--- src/piqp_pkg.sv ---
// constants for the parallel i/q sample port
package piqp_pkg;

    // sample word width on each of the i and q line groups
    localparam int SMP_W = 16;

    // clocks-per-sample selection codes
    localparam logic [1:0] CPS_SEL_ONE = 2'h0;
    localparam logic [1:0] CPS_SEL_TWO = 2'h1;
    localparam logic [1:0] CPS_SEL_FOUR = 2'h2;

    // clocks-per-sample values held in the port state
    localparam logic [2:0] CPS_ONE = 3'h1;
    localparam logic [2:0] CPS_TWO = 3'h2;
    localparam logic [2:0] CPS_FOUR = 3'h4;
    localparam logic [2:0] CPS_RST = CPS_ONE;

    // first phase of the second sample in interleaved mode
    localparam logic [1:0] HALF_TWO = 2'h1;
    localparam logic [1:0] HALF_FOUR = 2'h2;

    // clock source selection codes
    localparam logic [1:0] SRC_INT = 2'h0;
    localparam logic [1:0] SRC_EXT = 2'h1;
    localparam logic [1:0] SRC_DEV = 2'h2;

    // internal clock divider width, unit step and reset value
    localparam int DIV_W = 8;
    localparam logic [DIV_W-1:0] DIV_ONE = 8'h01;
    localparam logic [DIV_W-1:0] DIV_RST = 8'h00;

endpackage

--- src/piqp_clk_sel.sv ---
// port clock source selection and edge pulse generation
`timescale 1ns/1ps
module piqp_clk_sel
    import piqp_pkg::*;
(
    // clock and reset
    input wire logic clk_i,
    input wire logic rstn_i,
    // configuration
    input wire logic [1:0] src_i,
    input wire logic [DIV_W-1:0] int_half_i,
    // candidate clock pins
    input wire logic ext_clk_i,
    input wire logic dev_clk_i,
    // selected port clock and its edges
    output logic pclk_o,
    output logic rise_o,
    output logic fall_o
);

    // all state of the selector
    typedef struct packed {
        logic [DIV_W-1:0] div_cnt; // internal divider count
        logic int_clk; // internally generated clock level
        logic pclk; // selected clock level
        logic rise; // pulse with the rising level
        logic fall; // pulse with the falling level
    } piqp_cs_t;

    piqp_cs_t cs_r; // registered state
    piqp_cs_t cs_nxt; // next state
    logic [DIV_W-1:0] half_w; // half period, zero treated as one
    logic sel_w; // currently selected source level

    // divider, source mux and edge detection
    always_comb begin
        cs_nxt = cs_r;
        half_w = (int_half_i == DIV_RST) ? DIV_ONE : int_half_i;
        // internal source toggles every half period
        if (cs_r.div_cnt >= half_w - DIV_ONE) begin
            cs_nxt.div_cnt = DIV_RST;
            cs_nxt.int_clk = ~cs_r.int_clk;
        end else begin
            cs_nxt.div_cnt = cs_r.div_cnt + DIV_ONE;
        end
        // one of three sources feeds the port clock
        unique case (src_i)
            SRC_EXT: sel_w = ext_clk_i;
            SRC_DEV: sel_w = dev_clk_i;
            default: sel_w = cs_r.int_clk;
        endcase
        cs_nxt.pclk = sel_w;
        cs_nxt.rise = sel_w & ~cs_r.pclk;
        cs_nxt.fall = ~sel_w & cs_r.pclk;
    end

    // state register
    always_ff @(posedge clk_i or negedge rstn_i) begin
        if (!rstn_i) begin
            cs_r <= '0;
        end else begin
            cs_r <= cs_nxt;
        end
    end

    assign pclk_o = cs_r.pclk;
    assign rise_o = cs_r.rise;
    assign fall_o = cs_r.fall;

    // external pin reaches the port clock in one cycle
    ext_follow_a: assert property (@(posedge clk_i) disable iff (!rstn_i)
        (src_i == SRC_EXT && $stable(src_i)) |=> (pclk_o == $past(ext_clk_i)))
        else $error("port clock does not follow external clock");

    // rise pulse marks a real rising level
    rise_edge_a: assert property (@(posedge clk_i) disable iff (!rstn_i)
        rise_o |-> (pclk_o && !$past(pclk_o)))
        else $error("rise pulse without rising port clock");

endmodule // piqp_clk_sel

--- src/piqp_port.sv ---
// parallel and interleaved i/q sample port, output and input directions
`timescale 1ns/1ps
module piqp_port
    import piqp_pkg::*;
(
    // clock and reset
    input wire logic clk_i,
    input wire logic rstn_i,
    // configuration levels
    input wire logic [1:0] cps_sel_i,
    input wire logic ilv_en_i,
    input wire logic ilv_qi_i,
    input wire logic sig_if_i,
    input wire logic dir_in_i,
    input wire logic [1:0] clk_src_i,
    input wire logic [DIV_W-1:0] int_half_i,
    // clock pins
    input wire logic ext_clk_i,
    input wire logic dev_clk_i,
    output logic port_clk_o,
    output logic dev_clk_o,
    // generator side samples
    input wire logic smp_valid_i,
    output logic smp_ready_o,
    input wire logic [SMP_W-1:0] smp_i_i,
    input wire logic [SMP_W-1:0] smp_q_i,
    output logic underrun_o,
    // captured samples in input direction
    output logic cap_valid_o,
    output logic [SMP_W-1:0] cap_i_o,
    output logic [SMP_W-1:0] cap_q_o,
    // i data lines, two-way
    input wire logic [SMP_W-1:0] io_i_in_i,
    output logic [SMP_W-1:0] io_i_out_o,
    output logic io_i_oen_o,
    // q data lines, two-way
    input wire logic [SMP_W-1:0] io_q_in_i,
    output logic [SMP_W-1:0] io_q_out_o,
    output logic io_q_oen_o
);

    // all state of the port
    typedef struct packed {
        logic [1:0] cnt; // port clock rises within the sample period
        logic [2:0] cps; // active clocks per sample
        logic ilv; // active interleave enable
        logic qi; // active order, q first when set
        logic dir_in; // active direction, input when set
        logic [SMP_W-1:0] hold_i; // current i sample
        logic [SMP_W-1:0] hold_q; // current q sample
        logic [SMP_W-1:0] out_i; // i line drive
        logic [SMP_W-1:0] out_q; // q line drive
        logic [SMP_W-1:0] cap_i; // captured i sample
        logic [SMP_W-1:0] cap_q; // captured q sample
        logic cap_v; // capture complete pulse
        logic udr; // no sample at a boundary pulse
    } piqp_st_t;

    piqp_st_t st_r; // registered state
    piqp_st_t st_nxt; // next state

    logic pclk_w; // selected port clock level
    logic rise_w; // port clock rising pulse
    logic fall_w; // port clock falling pulse
    logic bnd_w; // sample period boundary
    logic [2:0] c_cps; // requested clocks per sample
    logic [2:0] e_cps; // clocks per sample in force this rise
    logic e_ilv; // interleave in force this rise
    logic e_qi; // order in force this rise
    logic e_dir; // direction in force this rise
    logic [2:0] nc_w; // incremented phase count
    logic [SMP_W-1:0] hi_w; // i sample of this period
    logic [SMP_W-1:0] hq_w; // q sample of this period
    logic second_w; // current phase carries the second sample

    // map the selection code to clocks per sample
    function automatic logic [2:0] cps_dec(input logic [1:0] sel);
        unique case (sel)
            CPS_SEL_TWO: cps_dec = CPS_TWO;
            CPS_SEL_FOUR: cps_dec = CPS_FOUR;
            default: cps_dec = CPS_ONE; // one and the spare code
        endcase
    endfunction

    // second-sample decision for a given phase and rate
    function automatic logic is_second(input logic [2:0] cps, input logic [1:0] cnt);
        unique case (cps)
            CPS_TWO: is_second = (cnt >= HALF_TWO);
            CPS_FOUR: is_second = (cnt >= HALF_FOUR);
            default: is_second = 1'b0; // one-clock waits for the fall
        endcase
    endfunction

    // port clock source and edge pulses
    piqp_clk_sel u_clk_sel (
        .clk_i(clk_i),
        .rstn_i(rstn_i),
        .src_i(clk_src_i),
        .int_half_i(int_half_i),
        .ext_clk_i(ext_clk_i),
        .dev_clk_i(dev_clk_i),
        .pclk_o(pclk_w),
        .rise_o(rise_w),
        .fall_o(fall_w)
    );

    // requested settings and the boundary of a sample period
    always_comb begin
        // IF type and input direction pin the rate at one
        if (sig_if_i || dir_in_i) begin
            c_cps = CPS_ONE;
        end else begin
            c_cps = cps_dec(cps_sel_i);
        end
        bnd_w = rise_w && (st_r.cnt == 2'h0);
        // new settings only at a boundary
        e_cps = bnd_w ? c_cps : st_r.cps;
        e_ilv = bnd_w ? ilv_en_i : st_r.ilv;
        e_qi = bnd_w ? ilv_qi_i : st_r.qi;
        e_dir = bnd_w ? dir_in_i : st_r.dir_in;
    end

    // next state of the whole port
    always_comb begin
        st_nxt = st_r;
        st_nxt.cap_v = 1'b0;
        st_nxt.udr = 1'b0;
        nc_w = {1'b0, st_r.cnt} + 3'h1;
        hi_w = st_r.hold_i;
        hq_w = st_r.hold_q;
        second_w = 1'b0;
        if (bnd_w) begin
            st_nxt.cps = e_cps;
            st_nxt.ilv = e_ilv;
            st_nxt.qi = e_qi;
            st_nxt.dir_in = e_dir;
        end
        if (rise_w) begin
            // phase wraps after the active number of clocks
            st_nxt.cnt = (nc_w >= e_cps) ? 2'h0 : nc_w[1:0];
            if (!e_dir) begin
                // one fresh i and q pair per period
                if (bnd_w) begin
                    if (smp_valid_i) begin
                        hi_w = smp_i_i;
                        hq_w = smp_q_i;
                    end else begin
                        st_nxt.udr = 1'b1; // repeat the previous pair
                    end
                end
                st_nxt.hold_i = hi_w;
                st_nxt.hold_q = hq_w;
                if (!e_ilv) begin
                    // both groups hold across the extra clocks
                    st_nxt.out_i = hi_w;
                    st_nxt.out_q = hq_w;
                end else begin
                    // only the i lines carry data
                    st_nxt.out_q = '0;
                    second_w = is_second(e_cps, st_r.cnt);
                    // order picks which sample leads
                    st_nxt.out_i = (second_w ^ e_qi) ? hq_w : hi_w;
                end
            end else begin
                // input: rate one, capture on the rise
                if (e_ilv) begin
                    if (e_qi) begin
                        st_nxt.cap_q = io_i_in_i;
                    end else begin
                        st_nxt.cap_i = io_i_in_i;
                    end
                end else begin
                    st_nxt.cap_i = io_i_in_i;
                    st_nxt.cap_q = io_q_in_i;
                    st_nxt.cap_v = 1'b1;
                end
            end
        end else if (fall_w && st_r.ilv && (st_r.cps == CPS_ONE)) begin
            if (!st_r.dir_in) begin
                // second sample on the opposite transition
                st_nxt.out_i = st_r.qi ? st_r.hold_i : st_r.hold_q;
            end else begin
                // input interleaved: second sample on the fall
                if (st_r.qi) begin
                    st_nxt.cap_i = io_i_in_i;
                end else begin
                    st_nxt.cap_q = io_i_in_i;
                end
                st_nxt.cap_v = 1'b1;
            end
        end
    end

    // state register
    always_ff @(posedge clk_i or negedge rstn_i) begin
        if (!rstn_i) begin
            st_r <= '{cps: CPS_RST, default: '0};
        end else begin
            st_r <= st_nxt;
        end
    end

    // selected clock to both clock pins
    assign port_clk_o = pclk_w;
    assign dev_clk_o = pclk_w;

    // a pair is taken only at an output boundary
    assign smp_ready_o = bnd_w && !dir_in_i;
    assign underrun_o = st_r.udr;

    // captured samples
    assign cap_valid_o = st_r.cap_v;
    assign cap_i_o = st_r.cap_i;
    assign cap_q_o = st_r.cap_q;

    // line drive, released in input direction
    assign io_i_out_o = st_r.out_i;
    assign io_q_out_o = st_r.out_q;
    assign io_i_oen_o = st_r.dir_in;
    assign io_q_oen_o = st_r.dir_in;

    // active rate is always one of the three values
    cps_legal_a: assert property (@(posedge clk_i) disable iff (!rstn_i)
        (st_r.cps == CPS_ONE) || (st_r.cps == CPS_TWO) || (st_r.cps == CPS_FOUR))
        else $error("illegal clocks per sample in force");

    // non-interleaved lines hold within a period
    hold_stable_a: assert property (@(posedge clk_i) disable iff (!rstn_i)
        (rise_w && st_r.cnt != 2'h0 && !st_r.ilv && !st_r.dir_in)
        |=> ($stable(io_i_out_o) && $stable(io_q_out_o)))
        else $error("sample changed inside its period");

    // a new pair enters only at phase zero
    one_pair_a: assert property (@(posedge clk_i) disable iff (!rstn_i)
        (rise_w && st_r.cnt != 2'h0) |=> ($stable(st_r.hold_i) && $stable(st_r.hold_q)))
        else $error("sample taken inside a period");

    // IF type pins the rate at one
    if_rate_a: assert property (@(posedge clk_i) disable iff (!rstn_i)
        (bnd_w && sig_if_i) |=> (st_r.cps == CPS_ONE))
        else $error("IF type did not force one clock per sample");

    // input direction pins the rate at one
    in_rate_a: assert property (@(posedge clk_i) disable iff (!rstn_i)
        (bnd_w && dir_in_i) |=> (st_r.cps == CPS_ONE && st_r.dir_in))
        else $error("input direction did not force one clock per sample");

    // leading sample follows the order setting
    lead_order_a: assert property (@(posedge clk_i) disable iff (!rstn_i)
        (bnd_w && ilv_en_i && !dir_in_i)
        |=> (io_i_out_o == (st_r.qi ? st_r.hold_q : st_r.hold_i)))
        else $error("wrong leading sample for interleave order");

    // q lines idle while interleaving
    q_quiet_a: assert property (@(posedge clk_i) disable iff (!rstn_i)
        (st_r.ilv && !st_r.dir_in && $past(rise_w)) |-> (io_q_out_o == '0))
        else $error("q lines driven while interleaved");

    // one-clock interleave: second sample after the fall
    fall_second_a: assert property (@(posedge clk_i) disable iff (!rstn_i)
        (fall_w && st_r.ilv && st_r.cps == CPS_ONE && !st_r.dir_in)
        |=> (io_i_out_o == (st_r.qi ? st_r.hold_i : st_r.hold_q)))
        else $error("second interleaved sample missing on fall");

    // two-clock interleave: second sample in second period
    two_second_a: assert property (@(posedge clk_i) disable iff (!rstn_i)
        (rise_w && st_r.ilv && st_r.cps == CPS_TWO && st_r.cnt == 2'h1 && !st_r.dir_in)
        |=> (io_i_out_o == (st_r.qi ? st_r.hold_i : st_r.hold_q)))
        else $error("second sample not in second clock period");

    // four-clock interleave: first sample through phase one
    four_first_a: assert property (@(posedge clk_i) disable iff (!rstn_i)
        (rise_w && st_r.ilv && st_r.cps == CPS_FOUR && st_r.cnt == 2'h1 && !st_r.dir_in)
        |=> (io_i_out_o == (st_r.qi ? st_r.hold_q : st_r.hold_i)))
        else $error("first sample not held for two clock periods");

    // settings stay put between boundaries
    cfg_hold_a: assert property (@(posedge clk_i) disable iff (!rstn_i)
        !bnd_w |=> ($stable(st_r.cps) && $stable(st_r.ilv) && $stable(st_r.qi)))
        else $error("setting changed inside a sample period");

    // a taken pair lands in the hold registers
    pair_load_a: assert property (@(posedge clk_i) disable iff (!rstn_i)
        (smp_ready_o && smp_valid_i)
        |=> (st_r.hold_i == $past(smp_i_i) && st_r.hold_q == $past(smp_q_i)))
        else $error("offered pair not loaded at the boundary");

    // missing pair repeats the previous one and is flagged
    underrun_a: assert property (@(posedge clk_i) disable iff (!rstn_i)
        (smp_ready_o && !smp_valid_i)
        |=> (underrun_o && $stable(st_r.hold_i) && $stable(st_r.hold_q)))
        else $error("missing pair not flagged or not repeated");

    // four-clock interleave: second sample through phase three
    four_second_a: assert property (@(posedge clk_i) disable iff (!rstn_i)
        (rise_w && st_r.ilv && st_r.cps == CPS_FOUR && st_r.cnt == 2'h3 && !st_r.dir_in)
        |=> (io_i_out_o == (st_r.qi ? st_r.hold_i : st_r.hold_q)))
        else $error("second sample not held for two clock periods");

    // input direction: both line groups captured on a rise
    in_capture_a: assert property (@(posedge clk_i) disable iff (!rstn_i)
        (rise_w && st_r.dir_in && dir_in_i && !st_r.ilv && !ilv_en_i)
        |=> (cap_valid_o && cap_i_o == $past(io_i_in_i) && cap_q_o == $past(io_q_in_i)))
        else $error("input pair not captured on the rise");

    // input interleaved: pair completes on the fall
    in_fall_a: assert property (@(posedge clk_i) disable iff (!rstn_i)
        (fall_w && st_r.dir_in && st_r.ilv && st_r.cps == CPS_ONE)
        |=> (cap_valid_o && (st_r.qi ? cap_i_o : cap_q_o) == $past(io_i_in_i)))
        else $error("second interleaved input sample not captured on fall");

endmodule // piqp_port

--- config.mk ---
export PLATFORM = sky130hd
export DESIGN_NAME = piqp_port
export DESIGN_NICKNAME = d
export VERILOG_FILES = /design/src/piqp_pkg.sv /design/src/piqp_clk_sel.sv /design/src/piqp_port.sv
export SDC_FILE = /design/constraint.sdc
export NUM_CORES = 1
export LEC_CHECK = 0
export ABC_CLOCK_PERIOD_IN_PS = 4650
export CORE_AREA = 2 2 139 101
export DETAILED_ROUTE_END_ITERATION = 6
export DIE_AREA = 0 0 141 103
export DONT_BUFFER_PORTS = 1
export GPL_TIMING_DRIVEN = 1
export SYNTH_ARGS = -nofsm -noshare
export SYNTH_HDL_FRONTEND = slang
export SYNTH_SLANG_ARGS = --single-unit
--- constraint.sdc ---
create_clock -name clk_i -period 4.65 [get_ports clk_i]
set_input_delay 0.465 -clock clk_i [delete_from_list [all_inputs] [get_ports clk_i]]
set_output_delay 0.465 -clock clk_i [all_outputs]
set_load 0.02 [all_outputs]
==> flow_summary_export.csv <==
group,metric,value,unit
run_status,outcome,"finished, violations left",
run_status,violations,"hold timing",
route,wire_per_inst,19.85,µm
synthesis,synth.distinct_cells,52,
die,coreArea,13380,µm²
power,p_per_area,773.0,nW/µm²
timing,finalClockSkew,8.878,ps
route,first_pass_iters,5,
placement,port_buffers,0,
clocking,clock-sinks,118,
grt,antenna_found_initial,0,
finish,postLayoutCoreUtil,0.5042,
worst_setup_path,r2r_start,"st_r[104]$_DFFE_PN0P_",
timing,hold_ws,-4.211,ps
clocking,post-cts-setup-buffers,0,
timing,fin_setup_tns,0,ps
grt,grt_pass1_vias,4252,
synthesis,syn-num-nets,737,
timing,fmax,0.2978,GHz
grt,overflow,0,
route,routed_via_density,5.785,
die,die_h,103,µm
die,rows,36,
route,drc,0,
finish,finalNetCount,665,
power,p_leak,3.107,nW
synthesis,async_reset_ff_frac,1.000,
worst_setup_path,critPathKind,"flip-flop to flip-flop",
timing,worst_pin_slew,1196,ps
route,wl,14770,µm
timing,finalMaxSlewViolations,0,
worst_setup_path,startpoint_type,"flip-flop",
worst_setup_path,cp_max_fo,18,
clocking,numCtsBuffers,17,
synthesis,synth_top_area_frac,0.4534,
worst_setup_path,endpoint_kind,"flip-flop",
clocking,htree_levels,4,
route,vias,4304,
synthesis,synthTopCellsByArea,"dfrtp_1 45%, mux2i_1 10%, buf_4 7.8%",
timing,fin_crit,3358,ps
worst_setup_path,r2r_slack,1290,ps
clocking,cts_root_buf,"clkbuf_16",
timing,rsz0062_at_grt,"false",
timing,setup-violations-final,0,
synthesis,synth_ff_type,"dfrtp_1",
power,ir_drop,0.3371,mV
synthesis,syn_area_per_cell,10.22,µm²
clocking,clk_pin_slew,50,ps
worst_setup_path,cp-startpoint,"st_r[104]$_DFFE_PN0P_",
clocking,clock_latency,420,ps
placement,place_congestion,0.8410,
die,die_w,141,µm
route,drt_iter0_markers,255,
clocking,cts_max_path_buffers,2,
die,dieArea,14520,µm²
finish,layout-drive-gt1-share,0.1065,
hold_path,hp-class,"primary input to asynchronous set/reset pin",
run,cap_viol_max_count,0,
grt,grt_pass1_wl,23330,µm
finish,n_antenna_cell,0,
synthesis,yosys_warnings,0,
worst_setup_path,cp.required,4960,ps
grt,grt_max_degree,119,
finish,layout.cells.non_filler,744,
finish,n_fill_cell,1214,
die,initial_core_util,0.4827,
synthesis,ys_ff_latch,118,
timing,fin_crit_sh,0.7222,
synthesis,synth-edff-count,0,
placement,placedCellCount,711,
clocking,cts_tree,"built",
timing,relSlewSlack,0.1972,
synthesis,synth_top_area_cell,"dfrtp_1",
worst_setup_path,reg2regPathDepth,6,
placement,dp_hpwl,10210,µm
synthesis,synthCells,632,
timing,hold_viol,3,
finish,syn_to_final_growth,4.457,%
route,ant_nets,0,
synthesis,synth_area,6457,µm²
worst_setup_path,crit_arrival,3670,ps
die,pin_count,156,
synthesis,yosysSeqAreaShare,0.4575,
grt,grt_use_total,0.2095,
-- through the flow --
step | worst slack (ps) | area (µm²) | power [mW]
final | 1292 | 6745 | 5.214
after global placement | 1432 | 6067 | 3.690
after CTS | 1303 | 6745 | 5.255
after global routing | 1014 | 6745 | 5.572
after floorplan | 1658 | 6457 | 3.778
after detailed placement | 1297 | 6067 | 3.771
-- final timing paths --
path	end
max in group asynchronous	io_q_out_o[14]$_DFFE_PN0P_
hold / removal	cap_i_o[2]$_DFFE_PN0P_
setup / recovery	io_q_out_o[10]$_DFFE_PN0P_
min in group clk_i	underrun_o$_DFF_PN0_
setup reg to reg	io_q_out_o[10]$_DFFE_PN0P_
hold reg to reg	u_clk_sel.cs_r[3]$_DFFE_PN0P_
-- flip-flops by register name, indices dropped and copies added (netlist names) --
register          flops
io_q_out_o           16
io_i_out_o           16
io_i_oen_o            1
cap_valid_o           1
underrun_o            1
st_r                 39
cap_i_o              16
u_clk_sel.fall_o      1
u_clk_sel.cs_r        9
u_clk_sel.pclk_o      1
u_clk_sel.rise_o      1
cap_q_o              16
-- final cells by class --
cell class,instances,area (µm²),share of cell area
clock inverter,8,168.9,0.02504
multi-input combinational,382,2726,0.4042
inverter,34,127.6,0.01892
sequential,118,2954,0.4380
clock buffer,24,481.7,0.07142
tap,171,214.0,0.03172
timing repair buffer,7,72.57,0.01076
-- worst max-delay path, cell delays in order, from the launching register on --
cell and delay [ps]:
dfrtp_1 420, inv_1 120, ha_1 450, mux2i_1 430
and2_1 770, nand2_1 670, o21ai_0 380
-- per-layer routing --
layer | vias up | routed length, µm | global-route usage
met5 | - | 0 | 0
met4 | 0 | 185 | 0.07846
met3 | 15 | 1216 | 0.07664
met2 | 142 | 6681 | 0.3163
met1 | 2132 | 6688 | 0.2788
li1 | 2015 | - | -
-- report_power, final --
group / internal, mW / total, mW / leakage, nW / switching (mW)
logic: 0.661 / 1.51 / 1.28 / 0.852
clock network: 0.992 / 1.44 / 0.318 / 0.452
registers: 1.49 / 2.26 / 1.51 / 0.763
-- cells in the mapped netlist (2+ instances only) --
cell / instances
nor4_1: 2
a221o_1: 16
o21ai_1: 2
and2_1: 2
nand2b_1: 3
nor2_1: 33
clkbuf_1: 20
nor3_1: 18
and3_1: 3
o21ai_0: 53
ha_1: 20
nand4_1: 2
mux2_2: 18
a21oi_1: 25
buf_4: 67
a22oi_1: 17
dfrtp_1: 117
buf_1: 2
inv_1: 34
nand2_1: 41
xnor2_1: 4
nand3_1: 23
mux2i_1: 67
a21o_1: 6
dlygate4sd1_1: 2
xor2_1: 7
clkbuf_8: 3
-- placed cells by master, fill, tap and decap left out, types with 2 or more instances in the layout --
| cell | instances |
|---|---|
| clkbuf_8 | 3 |
| inv_1 | 34 |
| clkbuf_16 | 17 |
| o21ai_1 | 2 |
| ha_1 | 20 |
| clkbuf_1 | 4 |
| bufinv_16 | 5 |
| nand3_1 | 22 |
| buf_4 | 6 |
| nor2_1 | 33 |
| a22oi_1 | 17 |
| and3_1 | 3 |
| xnor2_1 | 4 |
| clkinv_2 | 2 |
| a221o_1 | 16 |
| nor3_1 | 18 |
| nand2b_1 | 3 |
| and2_1 | 2 |
| a21o_1 | 6 |
| nor4_1 | 2 |
| nand4_1 | 2 |
| nand2_1 | 41 |
| dfrtp_1 | 117 |
| xor2_1 | 7 |
| a21oi_1 | 24 |
| mux2i_1 | 67 |
| mux2_2 | 18 |
| o21ai_0 | 53 |
-- cell families (layout without fill, tap and decap cells) --
family	after synthesis	in the layout	synth area share
flip-flops	118	118	0.4575
AND/OR/NAND/NOR	138	138	0.1025
adder cells (fa/ha/maj)	20	20	0.03875
buffers and inverters	132	73	0.1256
XOR/XNOR	11	11	0.01492
AO/OA/AOI/OAI	128	128	0.1256
multiplexers	85	85	0.1352
-- timing repair --
item                                    CTS  global route
hold buffers                              1             0
endpoints found under the hold margin   118             0
endpoints found under the setup margin    0             0
gates resized for setup                   0             0
Note: power is estimated with default switching activity, not from simulation.
